**config.mk**
```make
export PLATFORM = sky130hd
export DESIGN_NAME = touch_channel_event_logic
export DESIGN_NICKNAME = d
export VERILOG_FILES = /design/src/touch_pkg.sv /design/src/touch_tracker.sv /design/src/touch_channel_event_logic.sv
export SDC_FILE = /design/constraint.sdc
export NUM_CORES = 1
export LEC_CHECK = 0
export BUFFER_PORTS_ARGS = -buffer_cell sky130_fd_sc_hd__clkbuf_2
export CORE_MARGIN = 5
export CORE_UTILIZATION = 35
export DETAILED_ROUTE_END_ITERATION = 8
export PLACE_DENSITY = 0.61
export SLEW_MARGIN = 5
export SYNTH_ARGS = -nofsm -noshare
export SYNTH_HDL_FRONTEND = slang
export SYNTH_SLANG_ARGS = --single-unit
```
**constraint.sdc**
```tcl
create_clock -name sys_clk_in -period 10.99 [get_ports sys_clk_in]
set_input_delay 0 -clock sys_clk_in [delete_from_list [all_inputs] [get_ports sys_clk_in]]
set_output_delay 0 -clock sys_clk_in [all_outputs]
set_load 0.02 [all_outputs]
```
**src/touch_pkg.sv**
```systemverilog
// Constants, register map and state codes for the touch channel event logic.
// Assumes a single 100 MHz clock domain shared by every design file.
package touch_pkg;
   localparam int          NUM_CH           = 8;
   localparam int          CLK_PERIOD_NS    = 10;
   localparam int          SAMPLE_PERIOD_NS = 1000;
   localparam int          SAMPLE_DIV       = SAMPLE_PERIOD_NS / CLK_PERIOD_NS;
   localparam logic [6:0]  SAMPLE_DIV_M1    = 7'(SAMPLE_DIV - 1);
   localparam int          I2C_MAX_KHZ      = 400;
   localparam logic [4:0]  SLAVE_ADDR_HI    = 5'h11;
   localparam logic [7:0]  REG_TOUCH_STATUS = 8'h00;
   localparam logic [7:0]  REG_CHAN_DISABLE = 8'h01;
   localparam logic [7:0]  REG_IRQ_CONFIG   = 8'h02;
   localparam logic [7:0]  REG_EVENT_FLAGS  = 8'h03;
   localparam logic [7:0]  CHAN_DISABLE_RST = 8'h00;
   localparam logic [2:0]  IRQ_CONFIG_RST   = 3'h3;
   localparam int          IRQ_TOUCH_BIT    = 0;
   localparam int          IRQ_RELEASE_BIT  = 1;
   localparam int          IRQ_W1C_BIT      = 2;
   localparam logic [7:0]  TOUCH_ON_DELTA   = 8'h20;
   localparam logic [7:0]  TOUCH_OFF_DELTA  = 8'h10;

   typedef enum logic [2:0] {
      ST_IDLE = 3'b000,
      ST_ADDR = 3'b001,
      ST_REG  = 3'b010,
      ST_WR   = 3'b011,
      ST_ACK  = 3'b100,
      ST_RD   = 3'b101,
      ST_RACK = 3'b110
   } i2c_state_e;
endpackage

```
**src/touch_tracker.sv**
```systemverilog
// One sense channel: baseline tracking and touch decision with hysteresis.
// Assumes a sample value and a one-cycle sample tick synchronous to sys_clk_in.
`timescale 1ns/10ps
`default_nettype none
module touch_tracker
   import touch_pkg::*;
(
   input  wire logic       sys_clk_in,
   input  wire logic       rst_n_in,
   input  wire logic       active_in,
   input  wire logic       tick_in,
   input  wire logic [7:0] sample_in,
   output logic            pressed_out
);
   logic [7:0] baseline_q, baseline_d;
   logic       init_q, init_d;
   logic       pressed_q, pressed_d;

   function automatic logic [7:0] add_sat(input logic [7:0] a, input logic [7:0] b);
      logic [8:0] s;
      s = {1'b0, a} + {1'b0, b};
      return s[8] ? 8'hff : s[7:0];
   endfunction

   always_comb begin
      baseline_d = baseline_q;
      init_d     = init_q;
      pressed_d  = pressed_q;
      if (!active_in) begin
         init_d    = 1'b0;
         pressed_d = 1'b0;
      end else if (tick_in) begin
         if (!init_q) begin
            baseline_d = sample_in;
            init_d     = 1'b1;
         end else begin
            if (!pressed_q && sample_in >= add_sat(baseline_q, TOUCH_ON_DELTA)) begin
               pressed_d = 1'b1;
            end else if (pressed_q && sample_in <= add_sat(baseline_q, TOUCH_OFF_DELTA)) begin
               pressed_d = 1'b0;
            end
            if (!pressed_q && sample_in > baseline_q) begin
               baseline_d = baseline_q + 8'h01;
            end else if (!pressed_q && sample_in < baseline_q) begin
               baseline_d = baseline_q - 8'h01;
            end
         end
      end
   end

   always_ff @(posedge sys_clk_in or negedge rst_n_in) begin
      if (!rst_n_in) begin
         baseline_q <= 8'h00;
         init_q     <= 1'b0;
         pressed_q  <= 1'b0;
      end else begin
         baseline_q <= baseline_d;
         init_q     <= init_d;
         pressed_q  <= pressed_d;
      end
   end

   assign pressed_out = pressed_q;
endmodule // touch_tracker
`default_nettype wire

```
**src/touch_channel_event_logic.sv**
```systemverilog
// Eight-channel touch output, event and register logic with an I2C slave port.
// Assumes SCL, SDA, strap and sense samples are synchronous to sys_clk_in.
//
// Contract
// - Eight independent sense channels exist, each with a sense input and a touch output.
// - A channel's touch output is pulled low while that channel is detected as pressed.
// - The active-low interrupt line asserts when a touch or release event occurs.
// - The interrupt configuration register selects which events set and how they clear.
// - Holding the shutdown input low stops sensing.
// - Channels are disabled by the register at 01h, and the host disables unused ones; the bench writes 80h, leaving unused channels 5 and 6 enabled.
// - Calibration tracks the environment and moves the on and off thresholds.
// - The device is an I2C slave for bus clocks up to 400 kHz, which the master keeps to.
// - The slave address is 10001 followed by the two strap bits.
`timescale 1ns/10ps
`default_nettype none
module touch_channel_event_logic
   import touch_pkg::*;
(
   input  wire logic                 sys_clk_in,
   input  wire logic                 rst_n_in,
   input  wire logic                 shutdown_n_in,
   input  wire logic [NUM_CH-1:0][7:0] sense_inputs_in,
   input  wire logic [1:0]           ad_sel_in,
   input  wire logic                 scl_in,
   input  wire logic                 sda_in,
   output logic                      sda_out,
   output logic                      sda_oe_n_out,
   output logic [NUM_CH-1:0]         touch_outputs_out,
   output logic [NUM_CH-1:0]         touch_outputs_oe_n_out,
   output logic                      irq_line_low_out
);
   i2c_state_e        state_q, state_d, next_q, next_d;
   logic [7:0]        shift_q, shift_d, ptr_q, ptr_d;
   logic [2:0]        bitcnt_q, bitcnt_d;
   logic              done_q, done_d, nack_q, nack_d, oe_n_q, oe_n_d;
   logic              scl_prev_q, sda_prev_q;
   logic              scl_rise, scl_fall, start_c, stop_c, wr_en, rd_done;
   logic [NUM_CH-1:0] chan_disable_q, chan_disable_d;
   logic [2:0]        irq_cfg_q, irq_cfg_d;
   logic [NUM_CH-1:0] flags_q, flags_d, prev_q, clr, new_ev;
   logic [NUM_CH-1:0] pressed, oe_n_out_q;
   logic              irq_q, irq_d;
   logic [6:0]        tick_cnt_q, tick_cnt_d;
   logic              tick;

   function automatic logic [7:0] reg_read(input logic [7:0] addr);
      case (addr)
         REG_TOUCH_STATUS: return pressed;
         REG_CHAN_DISABLE: return chan_disable_q;
         REG_IRQ_CONFIG:   return {5'h00, irq_cfg_q};
         REG_EVENT_FLAGS:  return flags_q;
         default:          return 8'h00;
      endcase
   endfunction

   // Sample tick divider for the channel trackers.
   always_comb begin
      tick       = (tick_cnt_q == SAMPLE_DIV_M1);
      tick_cnt_d = tick ? 7'h00 : tick_cnt_q + 7'h01;
   end

   genvar gi;
   generate
      for (gi = 0; gi < NUM_CH; gi++) begin : g_ch
         touch_tracker u_trk (
            .sys_clk_in  (sys_clk_in),
            .rst_n_in    (rst_n_in),
            .active_in   (shutdown_n_in & ~chan_disable_q[gi]),
            .tick_in     (tick),
            .sample_in   (sense_inputs_in[gi]),
            .pressed_out (pressed[gi])
         );
      end
   endgenerate

   // Bus edges, sampled far above the 400 kHz bus rate.
   always_comb begin
      scl_rise = scl_in & ~scl_prev_q;
      scl_fall = ~scl_in & scl_prev_q;
      start_c  = scl_in & scl_prev_q & sda_prev_q & ~sda_in;
      stop_c   = scl_in & scl_prev_q & ~sda_prev_q & sda_in;
   end

   always_comb begin
      state_d  = state_q;
      next_d   = next_q;
      shift_d  = shift_q;
      ptr_d    = ptr_q;
      bitcnt_d = bitcnt_q;
      done_d   = done_q;
      nack_d   = nack_q;
      oe_n_d   = oe_n_q;
      wr_en    = 1'b0;
      rd_done  = 1'b0;
      if (stop_c) begin
         state_d = ST_IDLE;
         oe_n_d  = 1'b1;
      end else if (start_c) begin
         state_d  = ST_ADDR;
         bitcnt_d = 3'h0;
         done_d   = 1'b0;
         oe_n_d   = 1'b1;
      end else begin
         case (state_q)
            ST_IDLE: begin
               oe_n_d = 1'b1;
            end
            ST_ADDR, ST_REG, ST_WR: begin
               if (scl_rise) begin
                  shift_d  = {shift_q[6:0], sda_in};
                  bitcnt_d = bitcnt_q + 3'h1;
                  done_d   = (bitcnt_q == 3'h7);
               end else if (scl_fall && done_q) begin
                  done_d  = 1'b0;
                  oe_n_d  = 1'b0;
                  state_d = ST_ACK;
                  next_d  = ST_WR;
                  if (state_q == ST_ADDR) begin
                     next_d = shift_q[0] ? ST_RD : ST_REG;
                     if (shift_q[7:1] != {SLAVE_ADDR_HI, ad_sel_in}) begin
                        state_d = ST_IDLE;
                        oe_n_d  = 1'b1;
                     end
                  end else if (state_q == ST_REG) begin
                     ptr_d = shift_q;
                  end else begin
                     wr_en = 1'b1;
                     ptr_d = ptr_q + 8'h01;
                  end
               end
            end
            ST_ACK: begin
               if (scl_fall) begin
                  oe_n_d   = 1'b1;
                  bitcnt_d = 3'h0;
                  state_d  = next_q;
                  if (next_q == ST_RD) begin
                     shift_d = reg_read(ptr_q);
                     oe_n_d  = shift_d[7];
                  end
               end
            end
            ST_RD: begin
               if (scl_rise) begin
                  bitcnt_d = bitcnt_q + 3'h1;
                  done_d   = (bitcnt_q == 3'h7);
               end else if (scl_fall) begin
                  if (done_q) begin
                     done_d  = 1'b0;
                     oe_n_d  = 1'b1;
                     state_d = ST_RACK;
                     rd_done = 1'b1;
                     ptr_d   = ptr_q + 8'h01;
                  end else begin
                     shift_d = {shift_q[6:0], 1'b0};
                     oe_n_d  = shift_d[7];
                  end
               end
            end
            ST_RACK: begin
               if (scl_rise) begin
                  nack_d = sda_in;
               end else if (scl_fall) begin
                  if (nack_q) begin
                     state_d = ST_IDLE;
                  end else begin
                     shift_d  = reg_read(ptr_q);
                     oe_n_d   = shift_d[7];
                     bitcnt_d = 3'h0;
                     state_d  = ST_RD;
                  end
               end
            end
            default: begin
               state_d = ST_IDLE;
               oe_n_d  = 1'b1;
            end
         endcase
      end
   end

   // Registers, event flags and pin drive.
   always_comb begin
      chan_disable_d = chan_disable_q;
      irq_cfg_d      = irq_cfg_q;
      if (wr_en && ptr_q == REG_CHAN_DISABLE) begin
         chan_disable_d = shift_q;
      end
      if (wr_en && ptr_q == REG_IRQ_CONFIG) begin
         irq_cfg_d = shift_q[2:0];
      end
      new_ev = (pressed & ~prev_q & {NUM_CH{irq_cfg_q[IRQ_TOUCH_BIT]}})
             | (~pressed & prev_q & {NUM_CH{irq_cfg_q[IRQ_RELEASE_BIT]}});
      clr = '0;
      if (irq_cfg_q[IRQ_W1C_BIT]) begin
         if (wr_en && ptr_q == REG_EVENT_FLAGS) begin
            clr = shift_q;
         end
      end else if (rd_done && ptr_q == REG_EVENT_FLAGS) begin
         clr = '1;
      end
      flags_d = (flags_q & ~clr) | new_ev;
      if (!shutdown_n_in) begin
         flags_d = '0;
      end
      irq_d = ~(|flags_d);
   end

   always_ff @(posedge sys_clk_in or negedge rst_n_in) begin
      if (!rst_n_in) begin
         state_q        <= ST_IDLE;
         next_q         <= ST_IDLE;
         shift_q        <= 8'h00;
         ptr_q          <= 8'h00;
         bitcnt_q       <= 3'h0;
         done_q         <= 1'b0;
         nack_q         <= 1'b0;
         oe_n_q         <= 1'b1;
         scl_prev_q     <= 1'b1;
         sda_prev_q     <= 1'b1;
         chan_disable_q <= CHAN_DISABLE_RST;
         irq_cfg_q      <= IRQ_CONFIG_RST;
         flags_q        <= '0;
         prev_q         <= '0;
         irq_q          <= 1'b1;
         oe_n_out_q     <= '1;
         tick_cnt_q     <= 7'h00;
      end else begin
         state_q        <= state_d;
         next_q         <= next_d;
         shift_q        <= shift_d;
         ptr_q          <= ptr_d;
         bitcnt_q       <= bitcnt_d;
         done_q         <= done_d;
         nack_q         <= nack_d;
         oe_n_q         <= oe_n_d;
         scl_prev_q     <= scl_in;
         sda_prev_q     <= sda_in;
         chan_disable_q <= chan_disable_d;
         irq_cfg_q      <= irq_cfg_d;
         flags_q        <= flags_d;
         prev_q         <= pressed;
         irq_q          <= irq_d;
         oe_n_out_q     <= ~pressed;
         tick_cnt_q     <= tick_cnt_d;
      end
   end

   assign sda_out                = 1'b0;
   assign sda_oe_n_out           = oe_n_q;
   assign touch_outputs_out      = '0;
   assign touch_outputs_oe_n_out = oe_n_out_q;
   assign irq_line_low_out       = irq_q;
endmodule // touch_channel_event_logic
`default_nettype wire

```
== Word-level counts from Yosys, hierarchy flattened ==
Index checks and enable logic that the tools add are counted.
Storage, ports and cells
  memories: 0
  output and inout port bits: 19
  latch bits: 0
  bits in read-only memories: 0
  memory bits (writable): 0
  input port bits: 71
  register bits: 153
  logic and storage cells: 472
Operators by class
  order comparisons: 32
  shifts and indexed selects: 0
  div/mod/pow operators: 0
  $add $sub $neg: 35
  muxes and demuxes: 170
  $mul: 0
  reduce and logical (&&, ||, !) cells: 78
  bitwise operators: 41
  equal/unequal tests: 75
Operator list (number)
  8-bit 2-to-1 mux: 60
  1-bit 2-to-1 mux: 81
  8-bit by 1-bit adder with 8-bit output, second input constant: 9
  8-bit by 5-bit adder with 9-bit output, second input constant: 8
  8-bit by 6-bit adder with 9-bit output, second input constant: 8
  8-bit greater-or-equal comparator: 8
  8-bit > comparator: 8
  8-bit less-or-equal comparator: 8
  8-bit less-than comparator: 8
  8-bit case mux with 4 select lines: 2
  8-bit by 1-bit subtractor with 8-bit output, second input constant: 8
  3-bit 2-to-1 mux: 21
  3-bit inequality test, second input constant: 21
  2-bit inequality test, second input constant: 29
  3-bit AND reduction: 16
  4-bit inequality test, second input constant: 11
  8-bit bitwise AND: 5
  1-bit logical AND: 37
  8-bit inverter: 3
  9-bit AND reduction: 2
  8-bit by 2-bit == test with 1-bit output, second input constant: 2
  1-bit inverter: 16
  8-bit OR: 2
  8-bit case mux with 2 select lines: 1
  other kinds (29): 57

== Logic depth before layout (Yosys ltp) ==
Gate-level depths: netlist of run 1.
  depth after elaboration: 17
  mapped depth: 15
  mapped depth without buffers: 15

== Modules after synthesis ==
Synthesis of run 1 repeated with hierarchy kept, for this count alone.
Second synthesis, totals
  cell total of the unflattened synthesis: 1793
  area total of the unflattened synthesis: 15318.4 um2
By module, submodules not included
  touch_tracker: instances 8, area an instance 1383.8 um2, cells each 171
  touch_channel_event_logic: instances 1, area an instance 4247.8 um2, cells each 425

== Worst setup path after synthesis of run 1 ==
Ideal clock, no wire load.
  kind: flip-flop to flip-flop
  start point: register g_ch[4].u_trk.baseline_q[7]
  end point: register g_ch[4].u_trk.baseline_q[7]
  setup slack: 7.428 ns
  stages on the path, launching flop included: 16
  data required time: 10.903 ns
  path buffers: 0
  arrival: 3.475 ns
  library setup time: 0.087 ns
  cell sequence: dfrtp_1 -> inv_1 -> ha_1 -> nand4_1 -> nor3_1 -> inv_1 -> a22o_1 -> nand2_1 -> ha_1 -> a21oi_1 -> nor2_1 -> a2111oi_0 -> a21oi_1 -> mux2i_1 -> or2_2 -> o211ai_1
On the way
  word-level cells in the longest chain between the ends: 4
  elaborated cells on any way between the ends: 11
  those cells by class: add/sub: 2; order compare: 2; eq/ne: 1; mux: 3; reduce/logical: 3
RTL lines
  from (decl): line touch_tracker.sv:15  | logic [7:0] baseline_q, baseline_d;
  from (signal assigned): line touch_tracker.sv:57  | baseline_q <= baseline_d;
  8-bit less-than comparator (tied with other cells): line touch_tracker.sv:44  | end else if (!pressed_q && sample_in < baseline_q) begin
  1-bit logical AND (tied with other cells): line touch_tracker.sv:44
  3-bit inequality test (no line) / 8-bit 2-to-1 mux (equally long branches)
  3-bit AND reduction (no line) / 8-bit 2-to-1 mux (equally long branches)
Several ways; a longest one is shown, not always the timed one. The select of a mux whose other input is x is not followed.
A chain may end at the register's enable or synchronous reset.

== Worst setup path in the final report of run 1 ==
Same ends and word-level chain as after synthesis.

==> impl_metrics.yaml, run 1 <==
run_status:
  outcome: "finished, final reports clean"
final_layout:
  nFillCells: 4305
  diodes: 0
  fin_area_mm2: 0.0174
  syn2layout_area_growth_pct: 12.7
  post-route-util_pct: 40.1
  drive_gt1_share_pct: 9.67
  nNetsFinal: 2274
  layout_common_cells: "ha_1 (274), nor2_1 (189), a21oi_1 (181), dfrtp_1 (139), nand2_1 (117)"
  final_common_cell: "ha_1"
detailed_routing:
  wire_per_inst_um: 15.7
  first_iter_violations: 681
  drc: 0
  ant_nets: 0
  first_pass_iters: 5
  via_per_inst: 5.38
  wl_mm: 39.5
  vias: 13500
synthesis:
  synth_xor_area_share_pct: 3.41
  ys_seq_elements: 153
  synth_simple_gate_area_share_pct: 18.3
  yosys_warnings: 0
  synth_area_mm2: 0.0154
  synth.avg_cell_area_um2: 8.42
  synth_edf_count: 0
  synth_top_family_by_area: "adder cells"
  synth_top_flop_cell: "dfrtp_1"
  synth_seq_area_share_pct: 25.0
  ys_async_sr_fraction_pct: 100
  synthCells: 1828
  synthAdderAreaFrac_pct: 23.3
  synth_cell_types: 77
  synth_compound_area_share_pct: 21.6
  synth_mux_area_share_pct: 3.39
clock_tree:
  clk_pin_slew_worst_paths_ps: 60
  cts.path.max_buffers: 2
  tritoncts: "done"
  htreeDepth: 4
  postCtsSetupBuffers: 0
  hold_buffers: 49
  post_cts_resized: 0
  cts_sinks: 153
  cts-root-buf: "clkbuf_16"
  cts_made_buffers: 17
  insertion_delay_ps: 440
grt:
  antenna_found_initial: 0
  grt_pass1_wl_mm: 66.8
  track_usage_pct: 16.5
  grtUsageMet2_pct: 28.3
  grt-ovfl-total: 0
  grt_pass1_vias: 13500
  busiest_layer: "met2"
  grt_use_met3_pct: 2.27
  met1_usage_pct: 22.3
  grt_start_max_net_pins: 80
worst_setup_path:
  cpMaxStageDelayCell: "a2111oi_0"
  critPathArrivalTime_ps: 4520
  critPathLaunchType: "flop"
  cp_cell_sequence: "inv_1, ha_1, nand4_1, nor3_1, inv_1, a22o_1, nand2_1, ha_1, a21oi_1, nor2_1, a2111oi_0, a21oi_1, mux2i_1, or2_2, o211ai_1"
  setup.worst_path.end_class: "flop"
  crit_required_ps: 11340
  slowest_delay_ps: 690
  worstPathMaxFanout: 8
  reg2reg_depth: 15
  critPathKind: "reg2reg"
floorplan:
  die_h_um: 220
  die-area_mm2: 0.0483
  io_pins: 90
  fp-row-count: 76
  initial_core_util_pct: 35.6
  die_w_um: 220
  core_mm2: 0.0433
placement:
  gp_congestion: 0.888
  io_buffers: 80
  dpl_cell_area_mm2: 0.0163
  post-dp-hpwl_mm: 30.2
  place_ws_ps: 6910
timing:
  final-hold-violation-count: 0
  worst_pin_slew_ps: 1100
  period_share_pct: 37.9
  final.setup.tns_ps: 0
  post-route-min-period_ps: 4160
  finalWorstSetupSlack_ps: 6830
  setup_viol: 0
  maxSlewViolCount: 0
  rsz0062_at_grt: "false"
  fmax_ghz: 0.240
  max-slew-margin-rel_pct: 26.1
  finClkSkew_ps: 10.2
worst_hold_path:
  hold_class: "in2reg"
  whs_path_depth: 2
pwr:
  peakVddDrop_v: 0.000111
  total_leakage_power_nw: 8.02
  p_per_area_mw_per_mm2: 91.3
  p_total_mw: 1.58
run:
  maxCapViolCount: 0
-- layout make-up --
type | instances | area [um^2] | share of cell area (%)
Clock buffer | 22 | 484 | 2.79
Multi-Input combinational cell | 1497 | 10800 | 62.3
Inverter | 115 | 432 | 2.49
Clock inverter | 10 | 83.8 | 0.483
Timing Repair Buffer | 137 | 957 | 5.52
Sequential cell | 153 | 3850 | 22.2
Tap cell | 585 | 732 | 4.22
-- routing by layer --
| layer | share of wire, % | routed length, um | vias up |
|---|---|---|---|
| li1 | - | - | 6803 |
| met1 | 48 | 19100 | 6498 |
| met2 | 48 | 18800 | 218 |
| met3 | 3.0 | 1180 | 30 |
| met4 | 1.1 | 415 | 0 |
| met5 | 0 | 0 | - |
-- synthesized netlist by cell type (all sizes together) (5+ instances only) --
cell     count  area [um^2]
ha         274         3430
nor2       190          729
a21oi      181          906
dfrtp      139         3480
nand2      119          452
inv        113          424
o21ai      109          553
nor2b       49          307
clkbuf      43          161
nand3       42          210
a21o        41          308
xnor2       36          315
mux2i       33          330
nand4       32          200
buf         28          170
nand2b      27          176
and3        26          163
o21a        26          195
or2         24          150
xor2        24          210
mux2        17          191
nor3        17         90.1
a211o       15          131
or3         15         98.8
a31oi       14         87.6
dfstp       14          368
o211ai      14          105
o21bai      14          105
a211oi      13         97.6
a22oi       13         97.6
o22ai       11         68.8
o22a        10         87.6
a221oi       9         78.8
a222oi       9         90.1
nor4         9         71.3
a2111oi      8         88.8
fa           8          160
nor3b        7         52.6
a22o         5         43.8
and4         5         43.8
o41ai        5         51.3
-- sequential cells by signal (all words and copies together) (netlist names), 3 cells and up --
register,count
prev_q,8
flags_q,8
next_q,3
tick_cnt_q,7
g_ch.u_trk.pressed_out,8
g_ch.u_trk.init_q,8
bitcnt_q,3
ptr_q,8
shift_q,8
touch_outputs_oe_n_out,8
state_q,3
irq_cfg_q,3
chan_disable_q,8
g_ch.u_trk.baseline_q,64
-- logic make-up (layout without fill, tap and decap cells) --
group / Yosys count / after routing
buffers and inverters: 186 / 284
XOR/XNOR: 60 / 60
adder cells (fa/ha/maj): 282 / 282
AO/OA/AOI/OAI: 524 / 524
other: 1 / 9
flip-flops: 153 / 153
AND/OR/NAND/NOR: 572 / 572
multiplexers: 50 / 50
-- power breakdown --
part | total [mW] | switching (mW) | internal [mW]
Sequential | 0.637 | 0.0486 | 0.588
Combinational | 0.372 | 0.200 | 0.172
Clock | 0.576 | 0.259 | 0.317
-- final timing paths --
check,from,endpoint,slack (ps)
hold / removal,shutdown_n_in,irq_line_low_out$_DFF_PN1_,20
setup reg to reg,g_ch[4].u_trk.baseline_q[7]$_DFFE_PN0P_,g_ch[4].u_trk.baseline_q[7]$_DFFE_PN0P_,6830
max in group asynchronous,rst_n_in,ptr_q[7]$_DFFE_PN0P_,9310
setup / recovery,g_ch[4].u_trk.baseline_q[7]$_DFFE_PN0P_,g_ch[4].u_trk.baseline_q[7]$_DFFE_PN0P_,6830
min in group asynchronous,rst_n_in,g_ch[3].u_trk.baseline_q[2]$_DFFE_PN0P_,180
hold reg to reg,tick_cnt_q[0]$_DFF_PN0_,tick_cnt_q[0]$_DFF_PN0_,470
-- worst max-delay path, delay by kind of cell, from the launching register on --
| kind | cells | cell delay, ps |
|---|---|---|
| AND/OR/NAND/NOR | 5 | 1100 |
| buffers and inverters | 2 | 210 |
| AO/OA/AOI/OAI | 5 | 1480 |
| multiplexers | 1 | 190 |
| flip-flops | 1 | 440 |
| adder cells (fa/ha/maj) | 2 | 650 |
-- through the flow --
stage          std cells  hold WS, ps
2_1_floorplan       1836         -296
3_3_place_gp        2438          131
3_5_place_dp        2438          130
4_1_cts             2519         6.74
5_1_grt             2519         35.7
6_report            2519         16.7
(Power assumes the default switching activity.)
==> run 2: changes to the inputs <==
--- a/config.mk
+++ b/config.mk
@@ -9,7 +9,7 @@
 export CORE_MARGIN = 5
 export CORE_UTILIZATION = 35
 export DETAILED_ROUTE_END_ITERATION = 8
-export PLACE_DENSITY = 0.61
+export PLACE_DENSITY = 0.63
 export SLEW_MARGIN = 5
 export SYNTH_ARGS = -nofsm -noshare
 export SYNTH_HDL_FRONTEND = slang
==> constraint.sdc (replaced) <==
create_clock -name sys_clk_in -period 3.8 [get_ports sys_clk_in]
set_input_delay 0 -clock sys_clk_in [delete_from_list [all_inputs] [get_ports sys_clk_in]]
set_output_delay 0 -clock sys_clk_in [all_outputs]
set_load 0.02 [all_outputs]
==> run 2 against run 1 <==
  * Die area unchanged
  * Non-clock buffer count rose by 32
  * Flip-flop and latch count stayed put
  * Worst setup slack worse by 6500 ps
  * Total power grew to 3.0 times the previous value
  * Sequential share of layout area down 0.42 points
  * Hold slack improved by 7.0 ps
  * Core utilization grew 0.78 points
  * First-iteration DRC count up 24%
  * Clock skew hardly changed
  * Clock-buffer cell count decreased by 4
  * Global-route usage up 0.40 points
  * Critical path type unchanged
  * Critical endpoint is now g_ch[1].u_trk.baseline_q[7]$_DFFE_PN0P_
  * Largest power group is now clock
  * Highest routed layer unchanged
==> impl_metrics.yaml, run 2 (synthesis results as in run 1) <==
worst_setup_path:
  critPathLaunchType: "flop"
  crit_required_ps: 4120
  cpMaxStageDelayCell: "dfrtp_1"
  reg2reg_depth: 14
  critPathArrivalTime_ps: 3850
  r2r_start: "g_ch[1].u_trk.baseline_q[1]$_DFFE_PN0P_"
  rrSetupSlack_ps: 280
  cp_cell_sequence: "inv_1, ha_1, nor2b_1, o211ai_1, a21o_1, a211o_1, ha_1, a21oi_1, o22ai_1, a311oi_1, and3_1, o21ai_0, mux2i_1, a211o_1"
  critPathKind: "reg2reg"
  setup.worst_path.end_class: "flop"
  worstPathMaxFanout: 8
  slowest_delay_ps: 460
  reg2reg_to: "g_ch[1].u_trk.baseline_q[7]$_DFFE_PN0P_"
placement:
  io_buffers: 80
  post-dp-hpwl_mm: 31.1
  place_ws_ps: 125
  dpl_cell_area_mm2: 0.0166
  placed_cells_incl_taps: 2474
  gp_congestion: 0.853
timing:
  rsz0062_at_grt: "false"
  max-slew-margin-rel_pct: 31.0
  setup_viol: 0
  maxSlewViolCount: 0
  period_share_pct: 92.7
  post-route-min-period_ps: 3520
  fmax_ghz: 0.284
  worst_pin_slew_ps: 1030
  final.setup.tns_ps: 0
  finalHoldWorstSlack_ps: 23.8
  finClkSkew_ps: 9.98
  final-hold-violation-count: 0
  finalWorstSetupSlack_ps: 278
final_layout:
  post-route-util_pct: 40.9
  seqCellArea_mm2: 0.00385
  syn2layout_area_growth_pct: 14.9
  layout_common_cells: "ha_1 (274), nor2_1 (189), a21oi_1 (181), dfrtp_1 (138), nand2_1 (116)"
  fin_area_mm2: 0.0177
  nNetsFinal: 2306
  nFillCells: 4310
  diodes: 0
  final_common_cell: "ha_1"
  largest_reg_flops: 64
  drive_gt1_share_pct: 11.6
  regMostFlops: "g_ch.u_trk.baseline_q"
  final_cells: 2551
  multi_input_area_mm2: 0.0109
worst_hold_path:
  holdPathEnd: "g_ch[1].u_trk.baseline_q[6]$_DFFE_PN0P_"
  hold_class: "in2reg"
  whs_path_depth: 4
  min_from: "sense_inputs_in[14]"
detailed_routing:
  wl_met3_mm: 1.52
  wire_per_inst_um: 15.9
  drt-met1-wl_mm: 18.9
  via_per_inst: 5.44
  drc: 0
  first_iter_violations: 846
  ant_nets: 0
  first_pass_iters: 5
  highest_layer: "met4"
  wl_mm: 40.5
  wl_met2_mm: 19.5
  vias: 13900
pwr:
  total_leakage_power_nw: 8.23
  p_total_mw: 4.79
  p_per_area_mw_per_mm2: 271
  peakVddDrop_v: 0.000233
run_status:
  outcome: "finished, final reports clean"
clock_tree:
  insertion_delay_ps: 440
  cts.path.max_buffers: 2
  cts_sinks: 153
  cts_made_buffers: 17
  htreeDepth: 4
  cts-root-buf: "clkbuf_16"
  clk_pin_slew_worst_paths_ps: 70
  tritoncts: "done"
floorplan:
  fp-row-count: 76
  initial_core_util_pct: 35.6
  die_w_um: 220
  die_h_um: 220
  core_mm2: 0.0433
  io_pins: 90
  die-area_mm2: 0.0483
grt:
  track_usage_pct: 16.9
  grt_pass1_vias: 13900
  antenna_found_initial: 0
  grt_pass1_wl_mm: 68.6
  grt_start_max_net_pins: 90
  grt-ovfl-total: 0
run:
  maxCapViolCount: 0
## run 2: cell count changes in the layout (fill, tap and decap cells not counted), sizes merged
cell / before / now
clkinv: 3 / 4
inv: 117 / 121
clkinvlp: 5 / 1
bufinv: 0 / 3
clkbuf: 101 / 97
dlygate4sd3: 49 / 45
buf: 9 / 45
## run 2: critical path, delay by kind of cell (launching register included)
family,cells,cell delay (ps)
AOI/OAI and AO/OA,8,1740
adders and majority gates,2,670
DFF,1,460
and+or+nand+nor,2,340
muxes,1,140
buffers and inverters,1,70
## run 2: worst max-delay path by stage
stage	startpoint	endpoint	slack (ps)	cells after the start
2_1_floorplan	g_ch[4].u_trk.baseline_q[7]$_DFFE_PN0P_	g_ch[4].u_trk.baseline_q[7]$_DFFE_PN0P_	240	15
3_3_place_gp	g_ch[3].u_trk.baseline_q[1]$_DFFE_PN0P_	g_ch[3].u_trk.baseline_q[7]$_DFFE_PN0P_	270	15
3_5_place_dp	g_ch[3].u_trk.baseline_q[6]$_DFFE_PN0P_	g_ch[3].u_trk.baseline_q[7]$_DFFE_PN0P_	130	14
4_1_cts	g_ch[3].u_trk.baseline_q[5]$_DFFE_PN0P_	g_ch[3].u_trk.baseline_q[7]$_DFFE_PN0P_	110	14
5_1_grt	g_ch[1].u_trk.baseline_q[1]$_DFFE_PN0P_	g_ch[1].u_trk.baseline_q[7]$_DFFE_PN0P_	20	14
6_report	g_ch[1].u_trk.baseline_q[1]$_DFFE_PN0P_	g_ch[1].u_trk.baseline_q[7]$_DFFE_PN0P_	280	14
## run 2: metal layers
layer  vias up  global-route usage, %
li1       6865                      -
met1      6668                   22.7
met4         0                   3.89
met5         -                      0
met3        42                   1.81
met2       296                   29.3
## run 2: final cells by class
type	instances	area share (%)
Sequential cell	153	21.7
Clock inverter	14	1.05
Inverter	115	2.44
Clock buffer	18	2.43
Tap cell	585	4.14
Multi-Input combinational cell	1497	61.4
Timing Repair Buffer	169	6.78
## run 2: timing repair
action / 4_1_cts / 5_1_grt
buffers inserted: 0 / 0
gates resized for setup: 0 / 8
hold buffers: 45 / 0
endpoints found under the setup margin: 0 / 6
endpoints found under the hold margin: 111 / 0
## run 2: where the power goes
| part | switching, mW | total [mW] | leakage, nW | internal (mW) |
|---|---|---|---|---|
| sequential | 0.133 | 1.83 | 1.90 | 1.70 |
| combinational | 0.603 | 1.12 | 6.03 | 0.516 |
| clock | 0.782 | 1.84 | 0.302 | 1.06 |
| total | 1.52 | 4.79 | 8.23 | 3.27 |
